==> src/verilog/sch_pkg.sv <==
// Purpose: shared constants for the two-channel serial start and error flag block
// Assumes: AXI4-Lite register access, 32-bit words, one aligned word per register
// Notes: printed offsets are not all multiples of four, so register indexes are kept
package sch_pkg;
  // printed offset of the start trigger (index); byte address is four times it
  localparam logic [19:0] START_TRIG_IDX = 20'hf0122;
  localparam logic [21:0] START_TRIG_ADDR = {START_TRIG_IDX, 2'b00};
  // own registers, byte addresses in the low 22 address bits
  localparam logic [21:0] HALT_TRIG_ADDR = 22'h3c0490;
  localparam logic [21:0] RUN_STAT_ADDR = 22'h3c0494;
  localparam logic [21:0] CONFIG_ADDR = 22'h3c0498;
  localparam logic [21:0] STATE0_ADDR = 22'h3c049c;
  localparam logic [21:0] STATE1_ADDR = 22'h3c04a0;
  localparam logic [21:0] CLEAR0_ADDR = 22'h3c04a4;
  localparam logic [21:0] CLEAR1_ADDR = 22'h3c04a8;
  localparam logic [21:0] IRQ_STAT_ADDR = 22'h3c04ac;
  localparam logic [21:0] IRQ_CLR_ADDR = 22'h3c04b0;
  localparam logic [21:0] IRQ_EN_ADDR = 22'h3c04b4;
  // state/clear field positions
  localparam int OVR_BIT = 0;
  localparam int PAR_BIT = 1;
  localparam int FRM_BIT = 2;
  // config field positions: rx enable, slave mode, slave transmit
  localparam int RXE_BIT = 0;
  localparam int SLV_BIT = 1;
  localparam int STX_BIT = 2;
  localparam logic [15:0] TRIG_RESET = 16'h0000;
  localparam logic [1:0] RESP_OKAY = 2'b00;
  localparam logic [1:0] RESP_SLVERR = 2'b10;
  // channel phase encoding
  typedef enum logic [1:0] {
    PH_STOP = 2'b00,
    PH_WAIT = 2'b01,
    PH_BUSY = 2'b10
  } phase_type;
endpackage

==> src/verilog/chan_flags.sv <==
// Purpose: error flags of one serial channel
// Assumes: events are one-cycle pulses on mclk_i
// Notes: set beats clear when both land in one cycle
`timescale 1ns/1ps
`default_nettype none
module chan_flags (
  // clock and reset
  input wire logic mclk_i,
  input wire logic rst_n_i,
  // events
  input wire logic par_evt_i,
  input wire logic ovr_evt_i,
  input wire logic frm_evt_i,
  // clears
  input wire logic par_clr_i,
  input wire logic ovr_clr_i,
  input wire logic frm_clr_i,
  // flags
  output logic [2:0] flags_o
);
  // sticky flags, set priority
  always_ff @(posedge mclk_i or negedge rst_n_i) begin
    if (!rst_n_i) begin
      flags_o <= 3'h0;
    end else begin
      flags_o[sch_pkg::PAR_BIT] <= par_evt_i | (flags_o[sch_pkg::PAR_BIT] & ~par_clr_i);
      flags_o[sch_pkg::OVR_BIT] <= ovr_evt_i | (flags_o[sch_pkg::OVR_BIT] & ~ovr_clr_i);
      flags_o[sch_pkg::FRM_BIT] <= frm_evt_i | (flags_o[sch_pkg::FRM_BIT] & ~frm_clr_i);
    end
  end
endmodule // chan_flags
`default_nettype wire

==> src/verilog/serial_chan_ctrl.sv <==
// Purpose: start/halt triggers, run status and error flags of a two-channel serial unit
// Assumes: transfer engines outside report completion events as one-cycle pulses
// Notes: registers over AXI4-Lite; interrupt on flag set events
// Overview of operation
// parity mismatch at asynchronous receive end sets the channel parity error flag.
// writing one to parity clear trigger clears the parity error flag.
// writing one to overrun clear trigger clears the overrun flag.
// overwriting unread received word while receive enabled sets overrun flag.
// slave clocked transmit without supplied data sets overrun flag.
// start trigger one sets run status and enters communication wait.
// start trigger clears itself once run status is one.
// reading the start trigger register always returns zeros.
// reset clears the start trigger register.
// start trigger during communication stops transfer and returns to wait.
// restart keeps config, shift data, pin levels and error flags.
// software waits four clocks after receive enable before starting reception.
// software writes zeros to start trigger bits 15 to 2.
// start trigger accepts 16-bit writes and byte writes of the low byte.
// exactly two channels, each with trigger, run status and flags.
// missing stop bit sets framing flag, implemented on channel 1 only.
// halt trigger one clears run status, stopping the channel.
// flags hold until set or clear; set wins over clear.
`timescale 1ns/1ps
`default_nettype none
module serial_chan_ctrl (
  // clock and reset
  input wire logic mclk_i,
  input wire logic nrst_i,
  // axi4-lite write address / data / response
  input wire logic [31:0] s_axi_awaddr,
  input wire logic s_axi_awvalid,
  output logic s_axi_awready,
  input wire logic [31:0] s_axi_wdata,
  input wire logic [3:0] s_axi_wstrb,
  input wire logic s_axi_wvalid,
  output logic s_axi_wready,
  output logic [1:0] s_axi_bresp,
  output logic s_axi_bvalid,
  input wire logic s_axi_bready,
  // axi4-lite read
  input wire logic [31:0] s_axi_araddr,
  input wire logic s_axi_arvalid,
  output logic s_axi_arready,
  output logic [31:0] s_axi_rdata,
  output logic [1:0] s_axi_rresp,
  output logic s_axi_rvalid,
  input wire logic s_axi_rready,
  // transfer engine events, per channel
  input wire logic [1:0] rx_done_i,
  input wire logic [1:0] parity_bad_i,
  input wire logic [1:0] stop_missing_i,
  input wire logic [1:0] data_reg_write_i,
  input wire logic [1:0] data_reg_read_i,
  input wire logic [1:0] tx_need_i,
  input wire logic [1:0] tx_supplied_i,
  // channel status to the engines
  output logic [1:0] run_status_o,
  output logic [1:0] comm_wait_o,
  output logic [1:0] abort_o,
  output logic [1:0] receive_enable_o,
  // interrupt
  output logic irq_o
);
  logic rst_s1_reg;
  logic rst_n_reg;
  logic aw_hold_reg;
  logic w_hold_reg;
  logic [21:0] aw_addr_reg;
  logic [31:0] w_data_reg;
  logic [3:0] w_strb_reg;
  logic wr_go;
  logic [15:0] wr_half;
  logic [1:0] start_trig_reg;
  logic [1:0] halt_trig_reg;
  logic [2:0] config_reg [2];
  logic [1:0] unread_reg;
  sch_pkg::phase_type phase_reg [2];
  logic [2:0] flags [2];
  logic [2:0] clr [2];
  logic [5:0] irq_stat_reg;
  logic [5:0] irq_en_reg;
  logic [5:0] irq_clr;
  logic [5:0] set_evt;
  logic [1:0] par_evt;
  logic [1:0] ovr_evt;
  logic [1:0] frm_evt;
  logic [31:0] rd_next;
  logic rd_ok;

  // byte-lane merge of a 16-bit write, low byte alone is allowed
  function automatic logic [15:0] lanes(input logic [31:0] d, input logic [3:0] s);
    lanes = {s[1] ? d[15:8] : 8'h00, s[0] ? d[7:0] : 8'h00};
  endfunction

  // byte-address match on the held address; bits above 21 are ignored
  function automatic logic hit(input logic [21:0] a, input logic [21:0] r);
    hit = (a == r);
  endfunction

  // reset release through two flops
  always_ff @(posedge mclk_i or negedge nrst_i) begin
    if (!nrst_i) begin
      rst_s1_reg <= 1'b0;
      rst_n_reg <= 1'b0;
    end else begin
      rst_s1_reg <= 1'b1;
      rst_n_reg <= rst_s1_reg;
    end
  end

  // write channel capture; address and data may come in either order
  assign wr_go = aw_hold_reg & w_hold_reg & ~s_axi_bvalid;
  assign wr_half = lanes(w_data_reg, w_strb_reg);
  always_ff @(posedge mclk_i or negedge rst_n_reg) begin
    if (!rst_n_reg) begin
      aw_hold_reg <= 1'b0;
      w_hold_reg <= 1'b0;
      aw_addr_reg <= 22'h0;
      w_data_reg <= 32'h0;
      w_strb_reg <= 4'h0;
      s_axi_awready <= 1'b0;
      s_axi_wready <= 1'b0;
      s_axi_bvalid <= 1'b0;
      s_axi_bresp <= sch_pkg::RESP_OKAY;
    end else begin
      s_axi_awready <= ~aw_hold_reg & ~s_axi_awready;
      s_axi_wready <= ~w_hold_reg & ~s_axi_wready;
      if (s_axi_awvalid && s_axi_awready) begin
        aw_hold_reg <= 1'b1;
        aw_addr_reg <= s_axi_awaddr[21:0];
        s_axi_awready <= 1'b0;
      end
      if (s_axi_wvalid && s_axi_wready) begin
        w_hold_reg <= 1'b1;
        w_data_reg <= s_axi_wdata;
        w_strb_reg <= s_axi_wstrb;
        s_axi_wready <= 1'b0;
      end
      if (wr_go) begin
        s_axi_bvalid <= 1'b1;
        s_axi_bresp <= (rd_map(aw_addr_reg) || hit(aw_addr_reg, sch_pkg::CLEAR0_ADDR)
          || hit(aw_addr_reg, sch_pkg::CLEAR1_ADDR) || hit(aw_addr_reg, sch_pkg::IRQ_CLR_ADDR)
          || hit(aw_addr_reg, sch_pkg::HALT_TRIG_ADDR))
          ? sch_pkg::RESP_OKAY : sch_pkg::RESP_SLVERR;
      end
      if (s_axi_bvalid && s_axi_bready) begin
        s_axi_bvalid <= 1'b0;
        aw_hold_reg <= 1'b0;
        w_hold_reg <= 1'b0;
      end
    end
  end

  // addresses that answer a read
  function automatic logic rd_map(input logic [21:0] a);
    rd_map = hit(a, sch_pkg::START_TRIG_ADDR) || hit(a, sch_pkg::RUN_STAT_ADDR)
      || hit(a, sch_pkg::CONFIG_ADDR) || hit(a, sch_pkg::STATE0_ADDR)
      || hit(a, sch_pkg::STATE1_ADDR) || hit(a, sch_pkg::IRQ_STAT_ADDR)
      || hit(a, sch_pkg::IRQ_EN_ADDR);
  endfunction

  // start and halt triggers: self-clearing once run status follows
  always_ff @(posedge mclk_i or negedge rst_n_reg) begin
    if (!rst_n_reg) begin
      start_trig_reg <= sch_pkg::TRIG_RESET[1:0];
      halt_trig_reg <= 2'b00;
    end else begin
      for (int n = 0; n < 2; n++) begin
        if (start_trig_reg[n] && run_status_o[n]) start_trig_reg[n] <= 1'b0;
        if (halt_trig_reg[n] && !run_status_o[n]) halt_trig_reg[n] <= 1'b0;
      end
      // upper bits 15..2 are ignored on write
      if (wr_go && hit(aw_addr_reg, sch_pkg::START_TRIG_ADDR)) begin
        start_trig_reg <= wr_half[1:0];
      end
      if (wr_go && hit(aw_addr_reg, sch_pkg::HALT_TRIG_ADDR)) begin
        halt_trig_reg <= wr_half[1:0];
      end
    end
  end

  // run status and phase; halt wins over a start in the same write window
  always_ff @(posedge mclk_i or negedge rst_n_reg) begin
    if (!rst_n_reg) begin
      run_status_o <= 2'b00;
      comm_wait_o <= 2'b00;
      abort_o <= 2'b00;
      phase_reg[0] <= sch_pkg::PH_STOP;
      phase_reg[1] <= sch_pkg::PH_STOP;
    end else begin
      for (int n = 0; n < 2; n++) begin
        abort_o[n] <= 1'b0;
        if (halt_trig_reg[n]) begin
          run_status_o[n] <= 1'b0;
          phase_reg[n] <= sch_pkg::PH_STOP;
          comm_wait_o[n] <= 1'b0;
        end else if (start_trig_reg[n] && !run_status_o[n]) begin
          run_status_o[n] <= 1'b1;
          phase_reg[n] <= sch_pkg::PH_WAIT;
          comm_wait_o[n] <= 1'b1;
        end else if (start_trig_reg[n]) begin
          // restart touches phase, comm_wait_o and abort_o only; flags and config kept
          abort_o[n] <= (phase_reg[n] == sch_pkg::PH_BUSY);
          phase_reg[n] <= sch_pkg::PH_WAIT;
          comm_wait_o[n] <= 1'b1;
        end else begin
          case (phase_reg[n])
            sch_pkg::PH_WAIT: begin
              if (data_reg_write_i[n] || tx_need_i[n]) begin
                phase_reg[n] <= sch_pkg::PH_BUSY;
                comm_wait_o[n] <= 1'b0;
              end
            end
            sch_pkg::PH_BUSY: phase_reg[n] <= sch_pkg::PH_BUSY;
            sch_pkg::PH_STOP: phase_reg[n] <= sch_pkg::PH_STOP;
            default: phase_reg[n] <= sch_pkg::PH_STOP;
          endcase
        end
      end
    end
  end

  // per-channel config: receive enable, slave, slave transmit
  always_ff @(posedge mclk_i or negedge rst_n_reg) begin
    if (!rst_n_reg) begin
      config_reg[0] <= 3'h0;
      config_reg[1] <= 3'h0;
    end else if (wr_go && hit(aw_addr_reg, sch_pkg::CONFIG_ADDR)) begin
      config_reg[0] <= w_data_reg[2:0];
      config_reg[1] <= w_data_reg[10:8];
    end
  end
  assign receive_enable_o = {config_reg[1][sch_pkg::RXE_BIT], config_reg[0][sch_pkg::RXE_BIT]};

  // unread received word tracking
  always_ff @(posedge mclk_i or negedge rst_n_reg) begin
    if (!rst_n_reg) begin
      unread_reg <= 2'b00;
    end else begin
      for (int n = 0; n < 2; n++) begin
        if (rx_done_i[n]) unread_reg[n] <= 1'b1;
        else if (data_reg_read_i[n]) unread_reg[n] <= 1'b0;
      end
    end
  end

  // error events
  always_comb begin
    for (int n = 0; n < 2; n++) begin
      par_evt[n] = rx_done_i[n] & parity_bad_i[n];
      ovr_evt[n] = (unread_reg[n] & config_reg[n][sch_pkg::RXE_BIT]
        & (rx_done_i[n] | data_reg_write_i[n]))
        | (config_reg[n][sch_pkg::SLV_BIT] & config_reg[n][sch_pkg::STX_BIT]
        & tx_need_i[n] & ~tx_supplied_i[n]);
      frm_evt[n] = (n == 1) & rx_done_i[n] & stop_missing_i[n];
      clr[n] = (wr_go && hit(aw_addr_reg, n == 0 ? sch_pkg::CLEAR0_ADDR : sch_pkg::CLEAR1_ADDR))
        ? wr_half[2:0] : 3'h0;
    end
  end

  // one flag block per channel
  for (genvar g = 0; g < 2; g++) begin : g_ch
    chan_flags u_flags (
      .mclk_i(mclk_i),
      .rst_n_i(rst_n_reg),
      .par_evt_i(par_evt[g]),
      .ovr_evt_i(ovr_evt[g]),
      .frm_evt_i(frm_evt[g]),
      .par_clr_i(clr[g][sch_pkg::PAR_BIT]),
      .ovr_clr_i(clr[g][sch_pkg::OVR_BIT]),
      .frm_clr_i(clr[g][sch_pkg::FRM_BIT]),
      .flags_o(flags[g])
    );
  end

  // interrupt status: set wins over clear
  assign set_evt = {frm_evt[1], par_evt[1], ovr_evt[1], frm_evt[0], par_evt[0], ovr_evt[0]};
  assign irq_clr = (wr_go && hit(aw_addr_reg, sch_pkg::IRQ_CLR_ADDR)) ? w_data_reg[5:0] : 6'h0;
  always_ff @(posedge mclk_i or negedge rst_n_reg) begin
    if (!rst_n_reg) begin
      irq_stat_reg <= 6'h0;
      irq_en_reg <= 6'h0;
      irq_o <= 1'b0;
    end else begin
      irq_stat_reg <= set_evt | (irq_stat_reg & ~irq_clr);
      if (wr_go && hit(aw_addr_reg, sch_pkg::IRQ_EN_ADDR)) irq_en_reg <= w_data_reg[5:0];
      irq_o <= |((set_evt | (irq_stat_reg & ~irq_clr)) & irq_en_reg);
    end
  end

  // read mux
  always_comb begin
    rd_next = 32'h0;
    rd_ok = 1'b1;
    case (s_axi_araddr[21:0])
      sch_pkg::START_TRIG_ADDR: rd_next = 32'h0;
      sch_pkg::RUN_STAT_ADDR: rd_next = {30'h0, run_status_o};
      sch_pkg::CONFIG_ADDR: rd_next = {21'h0, config_reg[1], 5'h0, config_reg[0]};
      sch_pkg::STATE0_ADDR: rd_next = {29'h0, 1'b0, flags[0][1:0]};
      sch_pkg::STATE1_ADDR: rd_next = {29'h0, flags[1]};
      sch_pkg::IRQ_STAT_ADDR: rd_next = {26'h0, irq_stat_reg};
      sch_pkg::IRQ_EN_ADDR: rd_next = {26'h0, irq_en_reg};
      default: rd_ok = 1'b0;
    endcase
  end

  // read channel: one answer at a time
  always_ff @(posedge mclk_i or negedge rst_n_reg) begin
    if (!rst_n_reg) begin
      s_axi_arready <= 1'b0;
      s_axi_rvalid <= 1'b0;
      s_axi_rdata <= 32'h0;
      s_axi_rresp <= sch_pkg::RESP_OKAY;
    end else begin
      s_axi_arready <= ~s_axi_rvalid & ~s_axi_arready & ~s_axi_arvalid;
      if (s_axi_arvalid && !s_axi_rvalid && !s_axi_arready) s_axi_arready <= 1'b1;
      if (s_axi_arvalid && s_axi_arready) begin
        s_axi_arready <= 1'b0;
        s_axi_rvalid <= 1'b1;
        s_axi_rdata <= rd_next;
        s_axi_rresp <= rd_ok ? sch_pkg::RESP_OKAY : sch_pkg::RESP_SLVERR;
      end else if (s_axi_rvalid && s_axi_rready) begin
        s_axi_rvalid <= 1'b0;
      end
    end
  end
endmodule // serial_chan_ctrl
`default_nettype wire
==> config.mk <==
export PLATFORM = sky130hd
export DESIGN_NAME = serial_chan_ctrl
export DESIGN_NICKNAME = d
export VERILOG_FILES = /design/src/verilog/sch_pkg.sv /design/src/verilog/chan_flags.sv /design/src/verilog/serial_chan_ctrl.sv
export SDC_FILE = /design/constraint.sdc
export NUM_CORES = 1
export LEC_CHECK = 0
export ABC_AREA = 1
export BUFFER_PORTS_ARGS = -buffer_cell sky130_fd_sc_hd__buf_2
export CORE_ASPECT_RATIO = 1.1
export CORE_MARGIN = 5
export CORE_UTILIZATION = 35
export DETAILED_ROUTE_END_ITERATION = 8
export SETUP_SLACK_MARGIN = 0.2
export SLEW_MARGIN = 20
export SYNTH_ARGS = -nofsm -noshare
export SYNTH_HDL_FRONTEND = slang
export SYNTH_SLANG_ARGS = --single-unit
==> constraint.sdc <==
create_clock -name mclk_i -period 6.17 [get_ports mclk_i]
set_clock_uncertainty 0.15 [all_clocks]
set_input_delay 0.3085 -clock mclk_i [delete_from_list [all_inputs] [get_ports mclk_i]]
set_output_delay 0.3085 -clock mclk_i [all_outputs]
set_load 0.01 [all_outputs]
### Yosys cells after proc, flatten, opt, wreduce, memory -nomap -nowiden

Cells that the tools add are included.

| storage, ports and cells | value |
|---|---|
| bits in writable memories | 0 |
| memories kept | 0 |
| register bits after elaboration | 120 |
| latch bits | 0 |
| bits in read-only memories | 0 |
| output and inout bits | 50 |
| input port bits | 121 |

| cells by class | value |
|---|---|
| shift operators | 0 |
| div/mod/pow operators | 0 |
| magnitude comparators | 0 |
| $mul | 0 |
| bitwise gates (word level) | 54 |
| eq/ne operators | 24 |
| add/sub/neg operators | 0 |
| reductions and logical operators | 56 |
| muxes and demuxes | 60 |

Operators by type and width:

| cell | number |
|---|---|
| $eq A22 B22 Y1 const B | 18 |
| $pmux W11 S6 | 1 |
| $mux W1 | 41 |
| $and A1 B1 Y1 | 25 |
| $mux W2 | 12 |
| $reduce_bool A2 Y1 | 12 |
| $logic_and A1 B1 Y1 | 20 |
| $not A1 Y1 | 16 |
| $reduce_bool A4 Y1 | 4 |
| $and A6 B6 Y6 | 2 |
| $logic_or A1 B1 Y1 | 12 |
| $ne A5 B5 Y1 const B | 2 |
| $mux W3 | 3 |
| $or A1 B1 Y1 | 9 |
| $pmux W2 S2 | 2 |
| $reduce_or A7 Y1 | 1 |
| $mux W6 | 1 |
| $not A6 Y6 | 1 |
| $or A6 B6 Y6 | 1 |
| $reduce_or A6 Y1 | 1 |
| $eq A2 B1 Y1 const B | 2 |
| $eq A2 B2 Y1 const B | 2 |
| $logic_not A1 Y1 | 4 |
| $reduce_and A2 Y1 | 2 |

### Longest topological paths before layout

| logic depth | value |
|---|---|
| depth in word-level cells | 12 |
| depth in mapped cells | 13 |
| gate-level depth less buffers | 12 |

### Modules after synthesis

From an unflattened synthesis, not the netlist that was laid out.

| second synthesis, totals | value |
|---|---|
| cell total of the unflattened synthesis | 563 |
| area, all modules | 4,585.6 µm² |

Modules (own cells, without submodules):

| module | area each (µm²) | seq. area each (µm²) | cells an instance | instances |
|---|---|---|---|---|
| serial_chan_ctrl | 4,345.4 | 2,177.1 | 533 | 1 |
| chan_flags | 120.1 | 75.1 | 15 | 2 |

### Least setup slack after synthesis

Ideal clock, no wire load.

| timing | value |
|---|---|
| kind | register -> register |
| from | reg s_axi_bvalid |
| to | reg config_reg[1] (netlist name) |
| buffers on the path | 1 |
| slack | 4.613 ns |
| data required time | 5.896 ns |
| arrival | 1.284 ns |
| cell stages (with the launch flop) | 8 |
| setup time | 0.124 ns |
| cell sequence | dfrtp_1 > nor2_4 > inv_1 > nor4_4 > nand3_2 > buf_2 > nor2_1 > a21oi_1 |

| on the way | value |
|---|---|
| cells in the longest elaborated chain, start to end | 3 |

Ends and longest elaborated chain:

| element | line | text |
|---|---|---|
| from (decl) | serial_chan_ctrl.sv:38 | `output logic s_axi_bvalid,` |
| from (signal assigned) | serial_chan_ctrl.sv:123 | `s_axi_bvalid <= 1'b0;` |
| from (signal assigned) | serial_chan_ctrl.sv:140 | `s_axi_bvalid <= 1'b1;` |
| from (signal assigned) | serial_chan_ctrl.sv:147 | `s_axi_bvalid <= 1'b0;` |
| $not A1 Y1 | serial_chan_ctrl.sv:112 | `assign wr_go = aw_hold_reg & w_hold_reg & ~s_axi_bvalid;` |
| $and A1 B1 Y1 | serial_chan_ctrl.sv:112 |  |
| $logic_and A1 B1 Y1 | serial_chan_ctrl.sv:228 | `end else if (wr_go && hit(aw_addr_reg, sch_pkg::CONFIG_ADDR)) begin` |
| to (decl) | serial_chan_ctrl.sv:75 | `logic [2:0] config_reg [2];` |

Every way passes these cells.
A chain may end at the register's enable or synchronous reset.

### Final worst setup path

| timing | value |
|---|---|
| from | reg aw_addr_reg[12] |
| to | reg irq_en_reg[2] |

| on the way | value |
|---|---|
| cells in the longest elaborated chain, start to end | 2 |

Ends and longest elaborated chain:

| element | line | text |
|---|---|---|
| from (decl) | serial_chan_ctrl.sv:68 | `logic [21:0] aw_addr_reg;` |
| from (signal assigned) | serial_chan_ctrl.sv:130 | `aw_addr_reg <= s_axi_awaddr[21:0];` |
| $eq A22 B22 Y1 | serial_chan_ctrl.sv:97 | `hit = (a == r);` |
| $logic_and A1 B1 Y1 | serial_chan_ctrl.sv:286 | `if (wr_go && hit(aw_addr_reg, sch_pkg::IRQ_EN_ADDR)) irq_en_reg <= w_data_reg[5:0];` |
| to (signal assigned) | serial_chan_ctrl.sv:286 |  |
| to (decl) | serial_chan_ctrl.sv:81 | `logic [5:0] irq_en_reg;` |

Every way passes these cells.

==> impl_results.md <==
* Fill count at 1305
* Max layer used: met4
* Final wirelength at 10190 µm
* Nets at 748
* Overflow after GRT at 0
* Worst Hold Class: input pin to register
* Minimum clock period after layout at 2027 ps
* Vias at 3573
* Pin count of the biggest net entering global routing at 51
* Clock-pin slew on the worst setup and hold paths at 70 ps
* Top-count cell post-synth: nand2_1
* IO Port Bufs at 98
* DRT iter0 DRCs at 201
* Vias in the first global route at 3590
* Synth cell count leaders: 153 x nand2_1, 92 x dfrtp_1, 60 x inv_1
* Root Buffer: clkbuf_16
* DRT Pass-1 Iters at 4
* # clock sinks at 92
* Final Hold Violating Endpoints at 0
* Synth area leaders: dfrtp_1 52%, nand2_1 13%, inv_1 5.1%
* Crit path DAT at 2100 ps
* GRT Overall Usage at 14.05%
* Die W at 117.1 µm
* H-tree Lvls at 3
* Worst slew margin at 44.63%
* # setup viols final at 0
* Wire length on met3 at 786 µm
* Final period util at 32.86%
* Crit path capture type: register
* Post-Syn Area at 4417 µm²
* Reg2Reg Depth at 7
* Synth cell types at 36
* Area grow syn2layout at 19.60%
* Die area at 14970 µm²
* Yosys reg bits at 92
* CTS tree: done
* Routed length per instance at 12.98 µm
* RSZ-0062 raised after global routing: no
* Critical Path RT at 6240 ps
* Synth Flop Type: dfrtp_1
* Pwr dens at 334.1 nW/µm²
* Asr flop ratio synth at 100.0%
* Share of cells above drive strength 1 at 21.34%
* CORE AREA at 12480 µm²
* Seq/Total Area, Yosys at 52.12%
* Worst Tran Pin Value at 829.7 ps
* Total CTS buffers at 9
* Initial Util at 35.38%
* Startpoint types: register
* I/O pin count at 171
* Overall Power at 1.765 mW
* Post-synth EDFFs at 0
* Die Ht at 127.8 µm
* # DRC at 0
* DR WL met2 at 4837 µm
* Worst vdd rail ir drop at 0.1865 mV
* Max FO, Critical Path at 12
* Antenna viol nets, final at 0
* Status: complete, no violations
* Synth top area share at 52.12%
* Maxcap violations at 0
* Mean post-synth cell area at 8.413 µm²
* Setup TNS at 0 ps
* Fmax at 493.2 MHz
* Initial antenna violation count at 0
* Post-Route M1 WL at 4422 µm
* RePlAce Congestion at 0.7712
* Max clock buf depth at 2
* Max reg flops at 22
* Max-slew violation count at 0
* Site Rows at 43
* Post_cts resized at 0
* Yosys top cell by area: dfrtp_1
* Hpwl dp at 7885 µm
* Lkg Pwr at 2.797 nW
* Antenna cells at 0
* First-pass GRT wire length at 16890 µm
* Mapped Cells at 525
* WS Path Type: register to register
* WHS Path Cells at 3
* Clock Latency Late Sink at 340 ps
* Yosys warns at 0
* Post-DR vias/cell at 4.552
==> metal layers <==
metal  track usage [%]  vias up
met5                 0        -
met4             4.049        0
met3             4.060       10
met2             22.56      109
met1             18.44     1620
li1                  -     1834
==> area by class of cell <==
| class | instances | area (µm²) | share of cell area (%) |
|---|---|---|---|
| Multi-Input combinational cell | 359 | 1705 | 32.28 |
| Tap cell | 157 | 196.4 | 3.719 |
| Inverter | 61 | 229.0 | 4.334 |
| Clock buffer | 9 | 225.2 | 4.263 |
| Clock inverter | 7 | 100.1 | 1.895 |
| Timing Repair Buffer | 100 | 520.5 | 9.853 |
| Sequential cell | 92 | 2306 | 43.65 |
==> cell families after synthesis <==
kind of cell	after synthesis	share of synthesized area, %
other cells	2	0.1700
mux	3	0.7648
flops	92	52.12
buf+inv	98	11.30
fa+ha+maj	4	1.133
simple gates	263	26.86
compound gates	63	7.649
==> power breakdown <==
| group | switching [mW] | internal [mW] |
|---|---|---|
| logic | 0.225 | 0.121 |
| registers | 0.0937 | 0.732 |
| clock network | 0.236 | 0.358 |
==> worst max-delay path, cell delays in order (launching register included) <==
cell and delay, ps:
dfrtp_1 360, inv_1 60, nand2_1 50, nor2_1 110, nand2_1 80, nor2_2 400, nand4_2 340, mux2_2 370
==> path summary, 6_finish.rpt <==
path / slack, ps / end / from
worst max register to register: 4140 / irq_en_reg[2]$_DFFE_PN0P_ / aw_addr_reg[12]$_DFFE_PN0P_
worst min-delay path: 10 / aw_addr_reg[18]$_DFFE_PN0P_ / s_axi_awaddr[18]
worst max-delay path: 4140 / irq_en_reg[2]$_DFFE_PN0P_ / aw_addr_reg[12]$_DFFE_PN0P_
min in group asynchronous: 140 / rst_s1_reg$_DFF_PN0_ / nrst_i
max in group asynchronous: 5020 / s_axi_rdata[9]$_DFFE_PN0P_ / rst_n_reg$_DFF_PN0_
worst min register to register: 200 / rst_n_reg$_DFF_PN0_ / rst_s1_reg$_DFF_PN0_
==> through the flow <==
stage / util (%) / instance area, µm² / setup WS, ps / instances / hold WS (ps)
2_1_floorplan: - / 4507 / 3268 / 549 / -137.1
3_3_place_gp: 39.47 / 4927 / 4144 / 767 / -55.38
3_5_place_dp: 39.64 / 4947 / 4096 / 768 / -53.18
4_1_cts: 42.32 / 5283 / 4082 / 785 / 0.6964
5_1_grt: 42.32 / 5283 / 3890 / 785 / 2.283
6_report: 42.32 / 5283 / 4143 / 785 / 11.47
==> placed cells by master, fill, tap and decap left out, types with 5 or more instances in the layout <==
cell,n
clkbuf_16,9
nand4_1,18
o21ai_0,39
nor2_1,44
a21oi_1,10
dfrtp_1,91
buf_2,98
inv_1,60
nand2_1,153
nand3b_1,7
nor2_2,5
nand3_1,22
conb_1,26
==> what timing repair did <==
action / 4_1_cts / 5_1_grt
hold buffers: 1 / 0
endpoints found under the hold margin: 2 / 0
buffers inserted: 0 / 0
No activity file was read; power rests on OpenSTA's default activity.
